## config.mk

```make
export PLATFORM = sky130hd
export DESIGN_NAME = dod_decoder
export DESIGN_NICKNAME = d
export VERILOG_FILES = /design/src/inc/dod_pkg.sv /design/src/inc/dod_timer_if.sv /design/src/dod_exec_timer.sv /design/src/dod_decoder.sv
export SDC_FILE = /design/constraint.sdc
export NUM_CORES = 1
export LEC_CHECK = 0
export ABC_AREA = 1
export BUFFER_PORTS_ARGS = -buffer_cell sky130_fd_sc_hd__buf_4
export CORE_UTILIZATION = 51
export CTS_CLUSTER_SIZE = 14
export DETAILED_ROUTE_END_ITERATION = 6
export GPL_TIMING_DRIVEN = 0
export PLACE_DENSITY_LB_ADDON = 0.3
export SYNTH_ARGS = -nofsm -noshare
export SYNTH_HDL_FRONTEND = slang
export SYNTH_SLANG_ARGS = --single-unit
```

## constraint.sdc

```tcl
create_clock -name clk -period 2.6 [get_ports clk]
set_input_delay 0.13 -clock clk [delete_from_list [all_inputs] [get_ports clk]]
set_output_delay 0.13 -clock clk [all_outputs]
set_load 0.02 [all_outputs]
```

## src/inc/dod_pkg.sv

```systemverilog
// Opcode patterns, field positions, cycle counts and types of the partial instruction decoder
package dod_pkg;
   // ==========================================
   // Word and field layout
   localparam int          WORD_W     = 16;
   localparam int          ADDR_W     = 8;
   localparam int          SHIFT_W    = 4;
   localparam int          CNT_W      = 3;
   localparam int          SET_W      = 7;
   localparam int          SEL_HI_BIT = 11;
   // ==========================================
   // Whole-word opcodes
   localparam logic [15:0] WORD_POP_ACC   = 16'hbe32;
   localparam logic [15:0] WORD_PUSH_ACC  = 16'hbe3c;
   localparam logic [15:0] WORD_EXIT      = 16'hef00;
   localparam logic [15:0] WORD_PMINUS    = 16'hbe05;
   localparam logic [15:0] WORD_XOR_LK16  = 16'hbe83;
   // ==========================================
   // Upper-byte opcodes
   localparam logic [7:0]  UB_POP_MEM     = 8'h8a;
   localparam logic [7:0]  UB_PUSH_MEM    = 8'h76;
   localparam logic [7:0]  UB_REP_IMM     = 8'hbb;
   localparam logic [7:0]  UB_REP_MEM     = 8'h0b;
   localparam logic [7:0]  UB_AUX_DEC     = 8'h7c;
   localparam logic [7:0]  UB_PSHIFT_SEL  = 8'hbf;
   localparam logic [7:0]  UB_SQ_MINUS    = 8'h53;
   localparam logic [7:0]  UB_SQ_ACC      = 8'h52;
   localparam logic [7:0]  UB_STAT0       = 8'h8e;
   localparam logic [7:0]  UB_STAT1       = 8'h8f;
   localparam logic [7:0]  UB_LK_STORE    = 8'hae;
   localparam logic [7:0]  UB_SUB_HIGH    = 8'h65;
   localparam logic [7:0]  UB_SUB_SHORT   = 8'hba;
   localparam logic [7:0]  UB_SUB_BORROW  = 8'h64;
   localparam logic [7:0]  UB_SUB_NOSX    = 8'h66;
   localparam logic [7:0]  UB_COND_MINUS  = 8'h0a;
   localparam logic [7:0]  UB_SUB_VSHIFT  = 8'h67;
   localparam logic [7:0]  UB_LOAD_HROUND = 8'h68;
   // ==========================================
   // Prefix opcodes
   localparam logic [5:0]  PFX_COND_EXIT  = 6'h3b;
   localparam logic [3:0]  NIB_ACC_STORE  = 4'h9;
   localparam logic [3:0]  NIB_SUB_SHF    = 4'h3;
   localparam logic [11:0] PFX_SET_BIT    = 12'hbe4;
   localparam logic [11:0] PFX_SUB_LK     = 12'hbfa;
   localparam logic [11:0] PFX_XOR_LK     = 12'hbfd;
   // ==========================================
   // Status-bit selectors and set-vector positions
   localparam logic [3:0]  SEL_CARRY = 4'hf;
   localparam logic [3:0]  SEL_BLOCK = 4'h5;
   localparam logic [3:0]  SEL_INTD  = 4'h1;
   localparam logic [3:0]  SEL_OVM   = 4'h3;
   localparam logic [3:0]  SEL_TC    = 4'hb;
   localparam logic [3:0]  SEL_EXT_FLAG = 4'hd;
   localparam logic [3:0]  SEL_SXM   = 4'h7;
   localparam int          BIT_CARRY = 0;
   localparam int          BIT_BLOCK = 1;
   localparam int          BIT_INTD  = 2;
   localparam int          BIT_OVM   = 3;
   localparam int          BIT_TC    = 4;
   localparam int          BIT_EXT_FLAG = 5;
   localparam int          BIT_SXM   = 6;
   // ==========================================
   // Condition test field of the conditional exit
   localparam logic [1:0]  TP_TC_SET = 2'b01;
   localparam logic [1:0]  TP_TC_CLR = 2'b10;
   // ==========================================
   // Cycle counts beyond the fetch cycles
   localparam logic [2:0]  XTRA_NONE     = 3'h0;
   localparam logic [2:0]  XTRA_EXIT     = 3'h3;
   localparam logic [2:0]  XTRA_EXIT_NOT = 3'h1;
   // ==========================================
   // Decoded operations
   typedef enum logic [5:0] {
      op_none,
      op_pop_acc,
      op_stack_pop_to_memory,
      op_memory_push_to_stack,
      op_push_acc,
      op_subroutine_exit,
      op_conditional_subroutine_exit,
      op_repeat_imm,
      op_repeat_mem,
      op_acc_high_store_shifted,
      op_acc_low_store_shifted,
      op_aux_pointer_decrement_imm,
      op_status_bit_setter,
      op_product_minus_from_acc,
      op_product_shift_select,
      op_square_accumulate,
      op_square_minus_product,
      op_store_status_word_zero,
      op_store_status_word_one,
      op_long_constant_store,
      op_sub_long_shifted,
      op_sub_shifted,
      op_sub_high,
      op_sub_short_imm,
      op_acc_minus_with_borrow,
      op_acc_minus_no_sign_ext,
      op_conditional_minus,
      op_acc_minus_variable_shift,
      op_xor_long16,
      op_xor_long_shifted,
      op_load_high_rounded,
      op_foreign
   } dod_op_t;
   typedef enum logic {st_first, st_second} dod_state_t;
endpackage

```

## src/inc/dod_timer_if.sv

```systemverilog
// Carrier between the decoder and its execution-cycle timer
`timescale 1ns/1ps
interface dod_timer_if;
   logic                      start;
   logic [dod_pkg::CNT_W-1:0] extra;
   logic                      busy;
   modport ctl (output start, output extra, input busy);
   modport tmr (input start, input extra, output busy);
endinterface

```

## src/dod_exec_timer.sv

```systemverilog
// Counts the cycles an issued operation still occupies the decoder
`timescale 1ns/1ps
module dod_exec_timer (
   input  wire logic clk,   // Core clock
   input  wire logic rst_b, // Synchronous reset, active low
   dod_timer_if.tmr  tif    // Start and busy carrier
);
   logic [dod_pkg::CNT_W-1:0] count;

   // ==========================================
   // Down counter
   always_ff @(posedge clk) begin
      if (!rst_b) begin
         count <= dod_pkg::XTRA_NONE;
      end else if (tif.start) begin
         count <= tif.extra;
      end else if (count != dod_pkg::XTRA_NONE) begin
         count <= count - 3'h1;
      end
   end

   assign tif.busy = (count != dod_pkg::XTRA_NONE);
endmodule

```

## src/dod_decoder.sv

```systemverilog
// Partial instruction decoder of the fixed-point signal processor core
// Operation
// - Word be32 pops stack top into low accumulator, one word one cycle
// - Upper byte 8a pops stack top into data memory, low byte addresses
// - Upper byte 76 pushes addressed data-memory value onto the stack
// - Word be3c pushes low accumulator onto stack, one word one cycle
// - Word ef00 exits in four cycles; conditional exit four taken, two not
// - Repeat next: bb with 8-bit count, or 0b with memory count
// - Nibble 9 stores accumulator; bit 11 picks high half, bits 10:8 shift
// - Upper byte 7c subtracts short immediate from current auxiliary register
// - Words be4x with low nibble f, 5, 1, 3, b, d or 7 set the one status bit it selects
// - Word be05 subtracts product from accumulator in one cycle
// - Upper byte bf sets product shift mode from the low byte, one cycle
// - Upper byte 53 squares and subtracts product, 52 squares and accumulates
// - Upper bytes 8e and 8f store status words zero and one to memory
// - Upper byte ae then a 16-bit constant stores it, two cycles
// - Prefix bfa with shift then a constant subtracts it shifted, two cycles
// - Nibble 3 subtracts shifted memory; upper byte 65 subtracts from high half
// - Upper byte ba subtracts 8-bit short immediate from accumulator
// - Upper byte 64 subtracts memory operand and inverted carry
// - Upper byte 66 subtracts without sign extension; 0a is conditional subtract
// - Upper byte 67 subtracts memory shifted by the multiplicand register
// - be83 or bfd with shift then a constant exclusive-ORs it, two cycles
// - Upper byte 68 clears low half and loads high half rounded
`timescale 1ns/1ps
module dod_decoder (
   input  wire logic                          clk,         // Core clock
   input  wire logic                          rst_b,       // Synchronous reset, active low
   input  wire logic                          instr_valid, // Program memory word present
   input  wire logic [dod_pkg::WORD_W-1:0]    instr_word,  // Program memory word
   output logic                               instr_ready, // Decoder takes a word
   input  wire logic                          flag_z,      // Accumulator zero
   input  wire logic                          flag_lt,     // Accumulator negative
   input  wire logic                          flag_ov,     // Overflow flag
   input  wire logic                          flag_c,      // Carry flag
   input  wire logic                          flag_tc,     // Test/control flag
   output logic                               op_valid,    // Operation issued, one cycle
   output dod_pkg::dod_op_t                   op_kind,     // Issued operation
   output logic [dod_pkg::ADDR_W-1:0]         addr_field,  // Addressing field
   output logic [dod_pkg::WORD_W-1:0]         imm_word,    // Immediate or constant
   output logic [dod_pkg::SHIFT_W-1:0]        shift_amt,   // Shift count
   output logic [dod_pkg::SET_W-1:0]          status_set,  // One-hot status bit to set
   output logic                               exit_taken   // Exit taken, unconditional or condition met
);
   dod_timer_if tif ();

   dod_pkg::dod_state_t               state;
   dod_pkg::dod_op_t                  pend_op;
   logic [dod_pkg::WORD_W-1:0]        pend_word;
   dod_pkg::dod_op_t                  dec_op;
   logic                              first_take;
   logic                              second_take;
   logic                              cond_ok;

   // ==========================================
   // Decode functions
   function automatic dod_pkg::dod_op_t decode_op(input logic [15:0] w);
      logic [7:0] ub;
      ub = w[15:8];
      decode_op = dod_pkg::op_foreign;
      if (w == dod_pkg::WORD_POP_ACC) begin
         decode_op = dod_pkg::op_pop_acc;
      end else if (w == dod_pkg::WORD_PUSH_ACC) begin
         decode_op = dod_pkg::op_push_acc;
      end else if (w == dod_pkg::WORD_EXIT) begin
         decode_op = dod_pkg::op_subroutine_exit;
      end else if (w[15:10] == dod_pkg::PFX_COND_EXIT) begin
         decode_op = dod_pkg::op_conditional_subroutine_exit;
      end else if (w == dod_pkg::WORD_PMINUS) begin
         decode_op = dod_pkg::op_product_minus_from_acc;
      end else if (w == dod_pkg::WORD_XOR_LK16) begin
         decode_op = dod_pkg::op_xor_long16;
      end else if (w[15:4] == dod_pkg::PFX_SET_BIT) begin
         if (set_vec(w[3:0]) != '0) begin
            decode_op = dod_pkg::op_status_bit_setter;
         end
      end else if (w[15:4] == dod_pkg::PFX_SUB_LK) begin
         decode_op = dod_pkg::op_sub_long_shifted;
      end else if (w[15:4] == dod_pkg::PFX_XOR_LK) begin
         decode_op = dod_pkg::op_xor_long_shifted;
      end else if (ub == dod_pkg::UB_PSHIFT_SEL) begin
         decode_op = dod_pkg::op_product_shift_select;
      end else if (ub == dod_pkg::UB_POP_MEM) begin
         decode_op = dod_pkg::op_stack_pop_to_memory;
      end else if (ub == dod_pkg::UB_PUSH_MEM) begin
         decode_op = dod_pkg::op_memory_push_to_stack;
      end else if (ub == dod_pkg::UB_REP_IMM) begin
         decode_op = dod_pkg::op_repeat_imm;
      end else if (ub == dod_pkg::UB_REP_MEM) begin
         decode_op = dod_pkg::op_repeat_mem;
      end else if (w[15:12] == dod_pkg::NIB_ACC_STORE) begin
         decode_op = w[dod_pkg::SEL_HI_BIT] ? dod_pkg::op_acc_high_store_shifted
                                             : dod_pkg::op_acc_low_store_shifted;
      end else if (ub == dod_pkg::UB_AUX_DEC) begin
         decode_op = dod_pkg::op_aux_pointer_decrement_imm;
      end else if (ub == dod_pkg::UB_SQ_MINUS) begin
         decode_op = dod_pkg::op_square_minus_product;
      end else if (ub == dod_pkg::UB_SQ_ACC) begin
         decode_op = dod_pkg::op_square_accumulate;
      end else if (ub == dod_pkg::UB_STAT0) begin
         decode_op = dod_pkg::op_store_status_word_zero;
      end else if (ub == dod_pkg::UB_STAT1) begin
         decode_op = dod_pkg::op_store_status_word_one;
      end else if (ub == dod_pkg::UB_LK_STORE) begin
         decode_op = dod_pkg::op_long_constant_store;
      end else if (w[15:12] == dod_pkg::NIB_SUB_SHF) begin
         decode_op = dod_pkg::op_sub_shifted;
      end else if (ub == dod_pkg::UB_SUB_HIGH) begin
         decode_op = dod_pkg::op_sub_high;
      end else if (ub == dod_pkg::UB_SUB_SHORT) begin
         decode_op = dod_pkg::op_sub_short_imm;
      end else if (ub == dod_pkg::UB_SUB_BORROW) begin
         decode_op = dod_pkg::op_acc_minus_with_borrow;
      end else if (ub == dod_pkg::UB_SUB_NOSX) begin
         decode_op = dod_pkg::op_acc_minus_no_sign_ext;
      end else if (ub == dod_pkg::UB_COND_MINUS) begin
         decode_op = dod_pkg::op_conditional_minus;
      end else if (ub == dod_pkg::UB_SUB_VSHIFT) begin
         decode_op = dod_pkg::op_acc_minus_variable_shift;
      end else if (ub == dod_pkg::UB_LOAD_HROUND) begin
         decode_op = dod_pkg::op_load_high_rounded;
      end
   endfunction

   function automatic logic [6:0] set_vec(input logic [3:0] sel);
      set_vec = '0;
      case (sel)
         dod_pkg::SEL_CARRY: set_vec[dod_pkg::BIT_CARRY] = 1'b1;
         dod_pkg::SEL_BLOCK: set_vec[dod_pkg::BIT_BLOCK] = 1'b1;
         dod_pkg::SEL_INTD:  set_vec[dod_pkg::BIT_INTD]  = 1'b1;
         dod_pkg::SEL_OVM:   set_vec[dod_pkg::BIT_OVM]   = 1'b1;
         dod_pkg::SEL_TC:    set_vec[dod_pkg::BIT_TC]    = 1'b1;
         dod_pkg::SEL_EXT_FLAG: set_vec[dod_pkg::BIT_EXT_FLAG] = 1'b1;
         dod_pkg::SEL_SXM:   set_vec[dod_pkg::BIT_SXM]   = 1'b1;
         default:            set_vec = '0;
      endcase
   endfunction

   function automatic logic two_word(input dod_pkg::dod_op_t op);
      two_word = (op == dod_pkg::op_long_constant_store) ||
                 (op == dod_pkg::op_sub_long_shifted) ||
                 (op == dod_pkg::op_xor_long16) ||
                 (op == dod_pkg::op_xor_long_shifted);
   endfunction

   // Cycles held after the issue cycle
   function automatic logic [2:0] extra_cycles(input dod_pkg::dod_op_t op, input logic tk);
      extra_cycles = dod_pkg::XTRA_NONE;
      if (op == dod_pkg::op_subroutine_exit) begin
         extra_cycles = dod_pkg::XTRA_EXIT;
      end else if (op == dod_pkg::op_conditional_subroutine_exit) begin
         extra_cycles = tk ? dod_pkg::XTRA_EXIT : dod_pkg::XTRA_EXIT_NOT;
      end
   endfunction

   // ==========================================
   // Condition test: high nibble masks, low nibble gives required flag values
   always_comb begin
      logic [3:0] fl;
      fl = {flag_z, flag_lt, flag_ov, flag_c};
      cond_ok = &(~instr_word[7:4] | ~(fl ^ instr_word[3:0]));
      if (instr_word[9:8] == dod_pkg::TP_TC_SET) begin
         cond_ok = cond_ok & flag_tc;
      end else if (instr_word[9:8] == dod_pkg::TP_TC_CLR) begin
         cond_ok = cond_ok & ~flag_tc;
      end
   end

   assign dec_op      = decode_op(instr_word);
   assign instr_ready = !tif.busy;
   assign first_take  = instr_valid && instr_ready && (state == dod_pkg::st_first);
   assign second_take = instr_valid && instr_ready && (state == dod_pkg::st_second);

   // ==========================================
   // Word sequencing
   always_ff @(posedge clk) begin
      if (!rst_b) begin
         state     <= dod_pkg::st_first;
         pend_op   <= dod_pkg::op_none;
         pend_word <= '0;
      end else if (first_take && two_word(dec_op)) begin
         state     <= dod_pkg::st_second;
         pend_op   <= dec_op;
         pend_word <= instr_word;
      end else if (second_take) begin
         state     <= dod_pkg::st_first;
      end
   end

   // ==========================================
   // Timer start
   always_comb begin
      tif.start = first_take && !two_word(dec_op);
      tif.extra = extra_cycles(dec_op, cond_ok);
   end

   dod_exec_timer u_timer (
      .clk   (clk),
      .rst_b (rst_b),
      .tif   (tif)
   );

   // ==========================================
   // Issued operation outputs
   always_ff @(posedge clk) begin
      if (!rst_b) begin
         op_valid   <= 1'b0;
         op_kind    <= dod_pkg::op_none;
         addr_field <= '0;
         imm_word   <= '0;
         shift_amt  <= '0;
         status_set <= '0;
         exit_taken <= 1'b0;
      end else if (first_take && !two_word(dec_op)) begin
         op_valid   <= 1'b1;
         op_kind    <= dec_op;
         addr_field <= instr_word[7:0];
         imm_word   <= {8'h00, instr_word[7:0]};
         shift_amt  <= (instr_word[15:12] == dod_pkg::NIB_ACC_STORE) ?
                       {1'b0, instr_word[10:8]} : instr_word[11:8];
         status_set <= (dec_op == dod_pkg::op_status_bit_setter) ?
                       set_vec(instr_word[3:0]) : '0;
         exit_taken <= (dec_op == dod_pkg::op_subroutine_exit) ||
                       ((dec_op == dod_pkg::op_conditional_subroutine_exit) && cond_ok);
      end else if (second_take) begin
         op_valid   <= 1'b1;
         op_kind    <= pend_op;
         addr_field <= pend_word[7:0];
         imm_word   <= instr_word;
         shift_amt  <= pend_word[3:0];
         status_set <= '0;
         exit_taken <= 1'b0;
      end else begin
         op_valid   <= 1'b0;
      end
   end
endmodule

```

* Yosys cells after proc, flatten, opt, wreduce, memory -nomap -nowiden
Index checks and enable logic that the tools add are counted.
Storage, ports and cells: logic and storage cells 197, bits of input ports 24, output and inout port bits 44, register bits 61
Operators by class: muxes and demuxes 111, reduce and logical (&&, ||, !) cells 19, equality and inequality tests 45, add/subtract/negate cells 1, bitwise logic cells 9
Operator list (count):
- $eq A16 B16 Y1 const B | 5
- $eq A8 B7 Y1 const B | 9
- $mux W1 | 64
- $mux W5 | 12
- $eq A8 B8 Y1 const B | 7
- $mux W6 | 9
- $eq A12 B12 Y1 const B | 3
- $mux W4 | 9
- $mux W8 | 4
- $eq A6 B5 Y1 const B | 4
- $mux W7 | 3
- $mux W3 | 6
- $eq A4 B4 Y1 const B | 4
- $eq A8 B4 Y1 const B | 2
- $eq A6 B3 Y1 const B | 2
- $eq A4 B2 Y1 const B | 2
- $eq A4 B3 Y1 const B | 2
- $mux W2 | 4
- $not A4 Y4 | 2
- $reduce_bool A7 Y1 | 1
- $eq A6 B4 Y1 const B | 1
- $eq A6 B6 Y1 const B | 1
- $logic_and A1 B1 Y1 | 6
- $reduce_bool A2 Y1 | 3
- other kinds (13) | 20

* Longest topological paths before layout
Gate-level depths: netlist (run 1).
depth in word-level cells 37, depth in mapped cells 15, mapped depth without buffers 15

* Cells and area by module
From an unflattened synthesis (run 1), not the netlist that was laid out.
Unflattened totals: cell total of the unflattened synthesis 468, area total of the unflattened synthesis 3181.8 um^2
Modules (own cells, without submodules):
- dod_decoder | cells each 440, instances 1, sequential area each 1121.1 um^2, area an instance 2985.4 um^2
- dod_exec_timer | cells each 28, instances 1, sequential area each 60.1 um^2, area an instance 196.4 um^2

* Worst setup path after synthesis (run 1)
OpenSTA, ideal clock, no wires.
kind reg2reg, start point register u_timer.count[0] (netlist bit), end point register addr_field[4] (netlist bit), setup slack 729 ps, clock period less this slack 1871 ps, data required time 2471 ps, cell stages (with the launch flop) 12, buffers on the path 0, library setup time 129 ps, data arrival time 1742 ps, path through dfxtp_1 -> inv_1 -> ha_1 -> nand2_1 -> inv_1 -> nand2_1 -> nor2_1 -> nand3_4 -> nand2_4 -> inv_6 -> a221oi_1 -> nor2_1
Between the ends: cells in the longest elaborated chain, start to end 6, elaborated cells on any way between the ends 8, those cells by class mux (1); reduce/logical (7)
RTL lines:
- from (decl) | RTL line dod_exec_timer.sv:8 | logic [dod_pkg::CNT_W-1:0] count;
- from (signal assigned) | RTL line dod_exec_timer.sv:14 | count <= dod_pkg::XTRA_NONE;
- from (signal assigned) | RTL line dod_exec_timer.sv:16 | count <= tif.extra;
- from (signal assigned) | RTL line dod_exec_timer.sv:18 | count <= count - 3'h1;
- $reduce_bool A3 Y1 (*) | RTL line dod_exec_timer.sv:22 | assign tif.busy = (count != dod_pkg::XTRA_NONE);
- $logic_not A1 Y1 (*) | RTL line dod_decoder.sv:170 | assign instr_ready = !tif.busy;
- net instr_ready | RTL line dod_decoder.sv:31 | output logic instr_ready,
- $logic_and A1 B1 Y1 (*) | RTL line dod_decoder.sv:171, dod_decoder.sv:172
- $logic_and A1 B1 Y1 | RTL line dod_decoder.sv:171 | assign first_take = instr_valid && instr_ready && (state == dod_pkg::st_first);
- $logic_and A1 B1 Y1 | RTL line dod_decoder.sv:214 | end else if (first_take && !two_word(dec_op)) begin
- $mux W8 or $reduce_bool A2 Y1 (tied branches)
- to (signal assigned) | RTL line dod_decoder.sv:217 | addr_field <= instr_word[7:0];
- to (signal assigned) | RTL line dod_decoder.sv:228 | addr_field <= pend_word[7:0];
- to (decl) | RTL line dod_decoder.sv:39 | output logic [dod_pkg::ADDR_W-1:0] addr_field,
The timed path passes the listed nets; every way through them passes the cells marked *. A chain may end at the register's enable or synchronous reset.

* Worst setup path in the final report (run 1)
start point register u_timer.count[0] (netlist bit), end point register shift_amt[2] (netlist bit)
Between the ends: cells in the longest elaborated chain, start to end 6, elaborated cells on any way between the ends 8, those cells by class mux (1); reduce/logical (7)
RTL lines:
- $reduce_bool A3 Y1 (*) | RTL line dod_exec_timer.sv:22
- $logic_not A1 Y1 (*) | RTL line dod_decoder.sv:170
- $logic_and A1 B1 Y1 (*) | RTL line dod_decoder.sv:171, dod_decoder.sv:172
- $logic_and A1 B1 Y1 | RTL line dod_decoder.sv:171
- $logic_and A1 B1 Y1 | RTL line dod_decoder.sv:214
- $mux W4 or $reduce_bool A2 Y1 (tied branches)
- to (signal assigned) | RTL line dod_decoder.sv:219 | shift_amt <= (instr_word[15:12] == dod_pkg::NIB_ACC_STORE) ?
- to (signal assigned) | RTL line dod_decoder.sv:230 | shift_amt <= pend_word[3:0];
- to (decl) | RTL line dod_decoder.sv:41 | output logic [dod_pkg::SHIFT_W-1:0] shift_amt,
Mark *: on every way between the ends. The rest lies on a longest branch, timed or not.

==> run summary, run 1 <==
Max-cap violations: 0
Count of final hold-check violations: 0
Met1 GRT Util: 40.4%
Leak Pwr: 0.00176 uW
DR vias: 3,278
Yosys Warn Count: 0
Final routed DRC violation total: 0
Clock buffer depth: 2
Worst Skew: 0.00879 ns
Global routing's busiest layer: met2
Wirelength, routed: 8.97 mm
Detailed Place HPWL: 6.80 mm
Die Y-Extent: 79.5 um
Synth Net Count: 473
Power per cell area: 847 mW/mm2
Final min period: 2.16 ns
Final Max Tran Viols: 0
Grt met2 use: 47.5%
Die area: 0.00631 mm2
Initial antenna violation count: 0
Crit path max fanout: 10
Starting DRT DRC Count: 233
Slew @ Worst Pin: 0.628 ns
Final setup TNS: 0 ns
Number of synthesized register bits: 59
Number of synthesized flops with an enable pin: 0
WP data required: 2.86 ns
Outcome: finished, final reports clean
Async SR Flop Fraction: 0%
Clk root buf: clkbuf_8
Setup crit end kind: register
DR WL/cell: 15.0 um
CTS tree: yes
Pin count of the biggest net entering global routing: 11
Resized cells post-CTS: 0
CTS buffer count: 9
Sequential area share after synthesis: 38.6%
CTS Hold Buffers Added: 0
Tcrit/Tclk final: 83.0%
First-pass GRT wire length: 14.6 mm
Routed Antenna Nets: 0
Worst slew margin: 57.8%
Setup violations, final: 0
Tot GR Track Use: 30.3%
Post-CTS Setup Bufs: 0
Mapped Cells: 447
Met3 usage: 5.71%
Area delta synth->final: 26.1%
Core box area: 0.00564 mm2
Clock-pin slew on the worst setup and hold paths: 0.07 ns
Nets: 546
Main synth FF type: dfxtp_1
Synth unique cells: 39
I/O Buffers: 62
Avg Cell Area, Syn: 6.85 um2
Place WS: 0.502 ns
# IOs: 68
Mapped Area: 0.00306 mm2
Max frequency: 463 MHz
Fin util: 68.4%
Setup WS post-layout: 0.441 ns
RSZ-0062 raised after global routing: false
Clk sink count: 59
Die X: 79.5 um
Vias per cell: 5.49
Clk_lat worst skew: 0.34 ns
Row count: 27
Starting Density: 54.2%
Layout cell share with drive strength beyond 1: 23.0%
CP Class: reg -> reg
Startpoint types: register
Placer congestion estimate: 0.937
Worst Hold Class: in -> reg
Max rail drop VDD: 611 uV
Number of global-route vias before repair: 3,074
Worst EP arrival: 2.42 ns
CTS HTree Levels: 3
Fillcell total: 508
Overflow after GRT: 0
TritonRoute pass-1 iters: 5
Number of antenna repair diodes: 0
report_power, final:
group / switching, uW / internal [uW]
Clock: 367 / 664
Sequential: 72.3 / 1040
Combinational: 705 / 422
Total: 1140 / 2120
metal layers:
metal / vias up / routed length (um)
met5: - / 0
met4: 0 / 208
met3: 22 / 547
met2: 120 / 4060
met1: 1527 / 4150
li1: 1609 / -
flip-flops by register name (all words and copies together) (netlist names):
signal         flops
op_valid           1
u_timer.count      3
imm_word          16
pend_op            5
exit_taken         1
status_set         7
state              1
shift_amt          4
op_kind            5
addr_field         8
pend_word          8
final timing paths:
path	from	endpoint	slack, ns	cells past startpoint
min	instr_word[12]	imm_word[12]$_SDFFE_PP0P_	0.09	3
max	u_timer.count[0]$_SDFFE_PN0P_	shift_amt[2]$_SDFFE_PN0P_	0.44	9
min reg2reg	imm_word[12]$_SDFFE_PP0P_	imm_word[12]$_SDFFE_PP0P_	0.46	2
max reg2reg	u_timer.count[0]$_SDFFE_PN0P_	shift_amt[2]$_SDFFE_PN0P_	0.44	9
cell families (layout without fill, tap and decap cells):
group                    count (synthesis)  count (layout)  synth area share [%]
adder cells (fa/ha/maj)                  2               2                 0.818
AO/OA/AOI/OAI                           90              90                  16.1
AND/OR/NAND/NOR                        223             223                  33.8
flip-flops                              59              59                  38.6
buffers and inverters                   72             150                  10.6
other                                    1               1                 0.123
synth_stat cells (all sizes together) (2+ instances only):
master  number  area, um2
nor2        52        210
buf          8       75.1
dfxtp       59       1180
nand3       34        183
nor3         9       61.3
nand2      113        472
nand4        8       50.1
clkbuf       9       35.0
o211ai       3       22.5
o21ai       28        140
inv         51        196
a31oi       10       62.6
ha           2       25.0
a221oi       2       17.5
nor4         5       43.8
a21oi       44        228
clkinv       4       17.5
layout by cell type, fill, tap and decap left out, types with 2 or more instances in the layout:
| master | count |
|---|---|
| nor2_1 | 48 |
| nor2_2 | 3 |
| a21oi_1 | 42 |
| inv_2 | 5 |
| o21ai_0 | 28 |
| a31oi_1 | 10 |
| inv_1 | 45 |
| dfxtp_1 | 59 |
| a221oi_1 | 2 |
| nor3_1 | 7 |
| clkinv_1 | 2 |
| nand4_1 | 8 |
| clkbuf_1 | 10 |
| o211ai_1 | 3 |
| buf_4 | 65 |
| buf_2 | 2 |
| nor4_2 | 2 |
| nand2_2 | 16 |
| ha_1 | 2 |
| buf_6 | 2 |
| nand2_1 | 96 |
| nand3_1 | 33 |
| clkinv_2 | 2 |
| clkbuf_8 | 10 |
| a21oi_2 | 2 |
| bufinv_16 | 3 |
| nor4_1 | 3 |
metrics by stage:
| step | power [uW] | instances | cell area (um2) | hold slack [ns] |
|---|---|---|---|---|
| after floorplan | 1850 | 447 | 3060 | 0.279 |
| after global placement | 2210 | 581 | 3620 | 0.430 |
| after detailed placement | 2240 | 581 | 3620 | 0.437 |
| after CTS | 3270 | 597 | 3860 | 0.0861 |
| after global routing | 3430 | 597 | 3860 | 0.102 |
| final | 3270 | 597 | 3860 | 0.0874 |
final cells by class:
cell class                 count  area, um2  share of cell area, %
timing repair buffer          62        465                   12.1
clock inverter                 4       97.6                   2.53
sequential                    59       1180                   30.6
buffer                        17        110                   2.85
tap                           72       90.1                   2.33
multi-input combinational    316       1560                   40.3
clock buffer                  12        145                   3.76
inverter                      55        214                   5.54
critical path: stages (launching register included):
cell and delay [ns]:
dfxtp_1 0.31, inv_1 0.10, ha_1 0.16, nand2_1 0.12
inv_1 0.15, nand3_1 0.21, clkinv_1 0.26, clkbuf_1 0.37
nand2_1 0.20, a31oi_1 0.19
(Power assumes the default switching activity.)
==> inputs of run 2 (changes only) <==
--- a/config.mk
+++ b/config.mk
@@ -7,7 +7,7 @@
 export LEC_CHECK = 0
 export ABC_AREA = 1
 export BUFFER_PORTS_ARGS = -buffer_cell sky130_fd_sc_hd__buf_4
-export CORE_UTILIZATION = 51
+export CORE_UTILIZATION = 49
 export CTS_CLUSTER_SIZE = 14
 export DETAILED_ROUTE_END_ITERATION = 6
 export GPL_TIMING_DRIVEN = 0
==> constraint.sdc (replaced) <==
create_clock -name clk -period 1.9 [get_ports clk]
set_input_delay 0.095 -clock clk [delete_from_list [all_inputs] [get_ports clk]]
set_output_delay 0.095 -clock clk [all_outputs]
set_load 0.02 [all_outputs]
==> run 2 against run 1 <==
Net effect:
- hold slack worse by 0.037 ns
- sequential power up 36%
- count of clock-buffer cells in the layout down 3
- worst setup slack worse by 0.33 ns
- critical path depth up 2
- first-iteration DRC count down 3.4%
- via count down 2.4%
- die area up 4.0%
- global-route usage down 1.6 points
- cell area up 0.91%
- utilization down 3.0 points
- wire length down 0.40%
- critical endpoint is now addr_field[7]$_SDFFE_PN0P_
==> run summary, run 2 (same netlist as run 1, synthesis figures left out) <==
Outcome: finished, final reports clean
Initial antenna violation count: 0
Commonest non-fill, non-tap cell in the layout: nand2_1
Most frequent cells in the layout: nand2_1 (94), buf_4 (66), dfxtp_1 (59), nor2_1 (47), inv_1 (44)
I/O Buffers: 62
Fillcell total: 554
Sw Pwr: 1620 uW
Power per cell area: 1130 mW/mm2
Detailed Place HPWL: 6.74 mm
Pint: 2800 uW
Final routed DRC violation total: 0
# IOs: 68
Largest register FFs: 16
Clock power share: 29.2%
Die Y-Extent: 81.0 um
Sw frac: 36.6%
Placer congestion estimate: 0.934
Tot GR Track Use: 28.8%
Pin count of the biggest net entering global routing: 13
Starting Density: 51.4%
CP max stage delay: 0.31 ns
CTS HTree Levels: 3
CTS tree: yes
Number of global-route vias before repair: 2,968
Largest regs: imm_word: 16 flops, addr_field: 8 flops, pend_word: 8 flops
Nets: 548
Largest reg by FF count: imm_word
Number of antenna repair diodes: 0
Comb power frac: 36.5%
Most used cell, CP: nand2_2
CTS buffer count: 9
Placed Cells: 584
CP Class: reg -> reg
Max-cap violations: 0
DR vias: 3,198
Setup violations, final: 0
Setup crit end kind: register
Crit path cell chain: inv_1, ha_1, nand2_2, inv_2, nand2_2, nor2_4, nand3_4, nand2_4, inv_6, a221oi_1, nor2_1
Final Max Tran Viols: 0
Final setup TNS: 0 ns
Core box area: 0.00596 mm2
Reg2reg setup slack: 0.11 ns
Max frequency: 558 MHz
First-pass GRT wire length: 14.1 mm
Wirelength, routed: 8.93 mm
Layout cell share with drive strength beyond 1: 25.4%
Startpoint types: register
Clk_lat worst skew: 0.34 ns
Starting DRT DRC Count: 225
Fin util: 65.4%
Overflow after GRT: 0
Clk root buf: clkbuf_8
Worst path slowest cell: dfxtp_1
Crit path max fanout: 10
Routed Antenna Nets: 0
WP data required: 2.11 ns
Clk sink count: 59
Vias per cell: 5.31
Count of final hold-check violations: 0
Die X: 81.0 um
Die area: 0.00657 mm2
Worst Skew: 0.00772 ns
Max rail drop VDD: 779 uV
Clock buffer depth: 2
Final std cells w/o fill: 602
Worst Hold Class: in -> reg
Worst slew margin: 58.8%
Flop pwr share: 34.3%
Clock-pin slew on the worst setup and hold paths: 0.07 ns
DR WL/cell: 14.8 um
Leak Pwr: 0.00178 uW
Row count: 28
Slew @ Worst Pin: 0.612 ns
Area delta synth->final: 27.2%
TritonRoute pass-1 iters: 5
Final min period: 1.79 ns
Worst EP arrival: 2.00 ns
Tcrit/Tclk final: 94.3%
[run 2: final cells by class]
| type | count | area (um2) | share of cell area, % |
|---|---|---|---|
| buffer | 17 | 119 | 3.05 |
| clock buffer | 9 | 124 | 3.18 |
| clock inverter | 7 | 100 | 2.57 |
| inverter | 55 | 216 | 5.56 |
| multi-input combinational | 316 | 1580 | 40.6 |
| sequential | 59 | 1180 | 30.3 |
| tap | 75 | 93.8 | 2.41 |
| timing repair buffer | 64 | 480 | 12.3 |
[run 2: path summary, 6_finish.rpt]
check | startpoint | endpoint | cells after the start
worst max-delay path | u_timer.count[0]$_SDFFE_PN0P_ | addr_field[7]$_SDFFE_PN0P_ | 11
worst min-delay path | instr_word[13] | imm_word[13]$_SDFFE_PP0P_ | 3
worst max register to register | u_timer.count[0]$_SDFFE_PN0P_ | addr_field[7]$_SDFFE_PN0P_ | 11
worst min register to register | pend_word[6]$_SDFFE_PN0P_ | pend_word[6]$_SDFFE_PN0P_ | 2
[run 2: critical path, delay by kind of cell, from the launching register on]
family                     cells  cell delay (ns)
and+or+nand+nor                6             0.65
AOI/OAI and AO/OA              1             0.25
buffers and inverters          3             0.28
adders and majority gates      1             0.16
DFF                            1             0.31
[run 2: per-stage QoR]
stage	hold WS (ns)	setup slack [ns]	area (um2)	total power, uW
2_1_floorplan	0.244	0.0295	3060	2530
3_3_place_gp	0.396	-0.150	3620	3020
3_5_place_dp	0.405	-0.186	3620	3050
4_1_cts	0.0485	0.00882	3860	4360
5_1_grt	0.0635	-0.0103	3890	4640
6_report	0.0505	0.108	3890	4410
[run 2: power by group through the flow]
| stage | logic (uW) | registers (uW) | clock network (uW) |
|---|---|---|---|
| CTS | 1550 | 1510 | 1290 |
| global route | 1750 | 1540 | 1340 |
| detailed placement | 1510 | 1540 | 0 |
| finish | 1610 | 1510 | 1290 |
| global placement | 1480 | 1530 | 0 |
| floorplan | 826 | 1710 | 0 |
[run 2: per-layer routing]
metal / wire length (um) / global-route usage [%] / up-vias
met5: 0 / 0 / -
met2: 4210 / 47.7 / 102
li1: - / - / 1617
met3: 489 / 4.49 / 12
met1: 4110 / 37.6 / 1467
met4: 121 / 10.4 / 0
[run 2: repair_timing]
action / CTS / global route
endpoints found under the setup margin: 38 / 49
setup buffers: 2 / 0
hold buffers: 0 / 0
pin swaps: 1 / 2
resized for setup: 4 / 9
==> inputs of run 3 (changes only) <==
--- a/config.mk
+++ b/config.mk
@@ -7,6 +7,8 @@
 export LEC_CHECK = 0
 export ABC_AREA = 1
 export BUFFER_PORTS_ARGS = -buffer_cell sky130_fd_sc_hd__buf_4
+export CORE_ASPECT_RATIO = 2
+export CORE_MARGIN = 3
 export CORE_UTILIZATION = 49
 export CTS_CLUSTER_SIZE = 14
 export DETAILED_ROUTE_END_ITERATION = 6
==> run 3 against run 2 <==
Net effect:
- sequential cell count is the same
- global-route usage shrank 0.052 points
- clock power grew 37%
- total power grew 11%
- sequential share of layout area shrank 0.77 points
- utilization grew 0.59 points
- largest power group is now clock
- clock skew shrank 0.0031 ns
- via count grew 2.9%
- die area grew 11%
- hold slack gained 0.0040 ns
==> run summary, run 3 (same netlist as run 1, synthesis figures left out) <==
CTS tree: yes
Core box area: 0.00606 mm2
Placed Cells: 593
# IOs: 68
DR vias: 3,291
Worst EP arrival: 1.99 ns
Number of global-route vias before repair: 3,297
Power per cell area: 1230 mW/mm2
Slew @ Worst Pin: 0.624 ns
Flop pwr share: 30.9%
Row count: 40
Placer congestion estimate: 0.908
Vias per cell: 5.40
Hold Startpoint: instr_word[15]
Final std cells w/o fill: 610
Comb power frac: 33.0%
Sw Pwr: 1660 uW
DR WL/cell: 16.2 um
Setup crit end kind: register
CTS buffer count: 9
Final min period: 1.80 ns
Die area: 0.00729 mm2
Number of antenna repair diodes: 0
Most frequent cells in the layout: nand2_1 (95), buf_4 (67), dfxtp_1 (59), nor2_1 (47), inv_1 (44)
R2r endpoint: addr_field[7]$_SDFFE_PN0P_
R2r worst-path depth: 11
Die X: 61.9 um
Hold depth: 3
Routed Antenna Nets: 0
Setup violations, final: 0
Clock-pin slew on the worst setup and hold paths: 0.05 ns
First-pass GRT wire length: 15.4 mm
Pin count of the biggest net entering global routing: 11
Wirelength, routed: 9.87 mm
Max-cap violations: 0
Count of final hold-check violations: 0
Clock power share: 36.1%
Clk_lat worst skew: 0.33 ns
Commonest non-fill, non-tap cell in the layout: nand2_1
Worst Skew: 0.00460 ns
Worst slew margin: 58.1%
Final Max Tran Viols: 0
Clk root buf: clkbuf_16
Setup WS post-layout: 0.105 ns
CTS HTree Levels: 3
Final routed DRC violation total: 0
RSZ-0062 raised after global routing: true
I/O Buffers: 62
Leak Pwr: 0.00183 uW
Largest reg by FF count: imm_word
CP max stage delay: 0.31 ns
Crit path max fanout: 10
Worst Hold Path EP: imm_word[15]$_SDFFE_PP0P_
Initial antenna violation count: 0
Crit path cell chain: inv_1, ha_1, nand2_2, inv_2, nand2_1, nor2_4, nand3_4, nand2_4, inv_6, a221oi_1, nor2_1
WP data required: 2.10 ns
Max rail drop VDD: 869 uV
Layout cell share with drive strength beyond 1: 24.7%
Clock buffer depth: 2
Nets: 548
Place WS: -0.188 ns
TritonRoute pass-1 iters: 4
Clk sink count: 59
Largest register FFs: 16
Largest regs: imm_word: 16 flops, addr_field: 8 flops, pend_word: 8 flops
Overflow after GRT: 0
Tot GR Track Use: 28.7%
Detailed Place HPWL: 7.72 mm
Outcome: finished, final reports clean
Reg2reg setup slack: 0.10 ns
Tcrit/Tclk final: 94.5%
Pint: 3250 uW
Worst path slowest cell: dfxtp_1
Startpoint types: register
Max frequency: 557 MHz
Starting Density: 50.5%
Area delta synth->final: 30.5%
Worst Hold Class: in -> reg
Sw frac: 33.8%
CP Class: reg -> reg
RR Startpoint: u_timer.count[0]$_SDFFE_PN0P_
Starting DRT DRC Count: 202
Die Y-Extent: 118 um
==> run 3: how the worst max path moves through the flow <==
stage | start | to | slack, ns
final | u_timer.count[0]$_SDFFE_PN0P_ | addr_field[7]$_SDFFE_PN0P_ | 0.10
after global routing | u_timer.count[0]$_SDFFE_PN0P_ | imm_word[4]$_SDFFE_PN0P_ | -0.06
after CTS | u_timer.count[0]$_SDFFE_PN0P_ | status_set[1]$_SDFFE_PN0P_ | 0.02
after detailed placement | u_timer.count[0]$_SDFFE_PN0P_ | addr_field[2]$_SDFFE_PN0P_ | -0.19
after global placement | u_timer.count[0]$_SDFFE_PN0P_ | addr_field[2]$_SDFFE_PN0P_ | -0.12
after floorplan | u_timer.count[0]$_SDFFE_PN0P_ | addr_field[4]$_SDFFE_PN0P_ | 0.03
==> run 3: power by group through the flow <==
stage          sequential, uW  combinational, uW  clock [uW]
2_1_floorplan            1710                826           0
3_3_place_gp             1530               1510           0
3_5_place_dp             1540               1540           0
4_1_cts                  1520               1580        1780
5_1_grt                  1540               1760        1850
6_report                 1520               1620        1770
==> run 3: layout make-up <==
cell class	count	area (um2)
plain buffers	17	121
clock buffers	11	253
clock inverters	4	73.8
fillers	567	2060
inverters	55	215
multi-input cells	316	1570
flip-flops and latches	59	1180
well taps	84	105
repair buffers	64	480
==> run 3: per-layer routing <==
metal,GRT usage (%),share of wire [%]
met5,0,0
met4,13.5,4.0
met3,6.92,5.2
met2,52.8,56
met1,27.4,35
==> run 3: what timing repair did <==
item / 4_1_cts / 5_1_grt
resized for setup: 4 / 8
hold buffers: 0 / 0
buffers inserted: 2 / 0
pin swaps: 1 / 0
gates cloned: 0 / 0
endpoints found under the setup margin: 38 / 43
==> run 3: critical path: cells and delay by family, from the launching register on <==
family / cells / cell delay, ns
simple gates: 6 / 0.66
flops: 1 / 0.31
buf+inv: 3 / 0.28
compound gates: 1 / 0.24
fa+ha+maj: 1 / 0.17
==> run 3: per-stage QoR <==
step                      setup TNS [ns]  cell area [um2]  total power [uW]  util [%]  hold slack [ns]
after floorplan                        0             3060              2530         -            0.244
after global placement             -1.44             3630              3050      60.0            0.385
after detailed placement           -3.55             3630              3080      60.0            0.395
after CTS                              0             3980              4880      65.7           0.0477
after global routing              -0.226             4000              5140      66.0           0.0746
final                                  0             4000              4910      66.0           0.0545
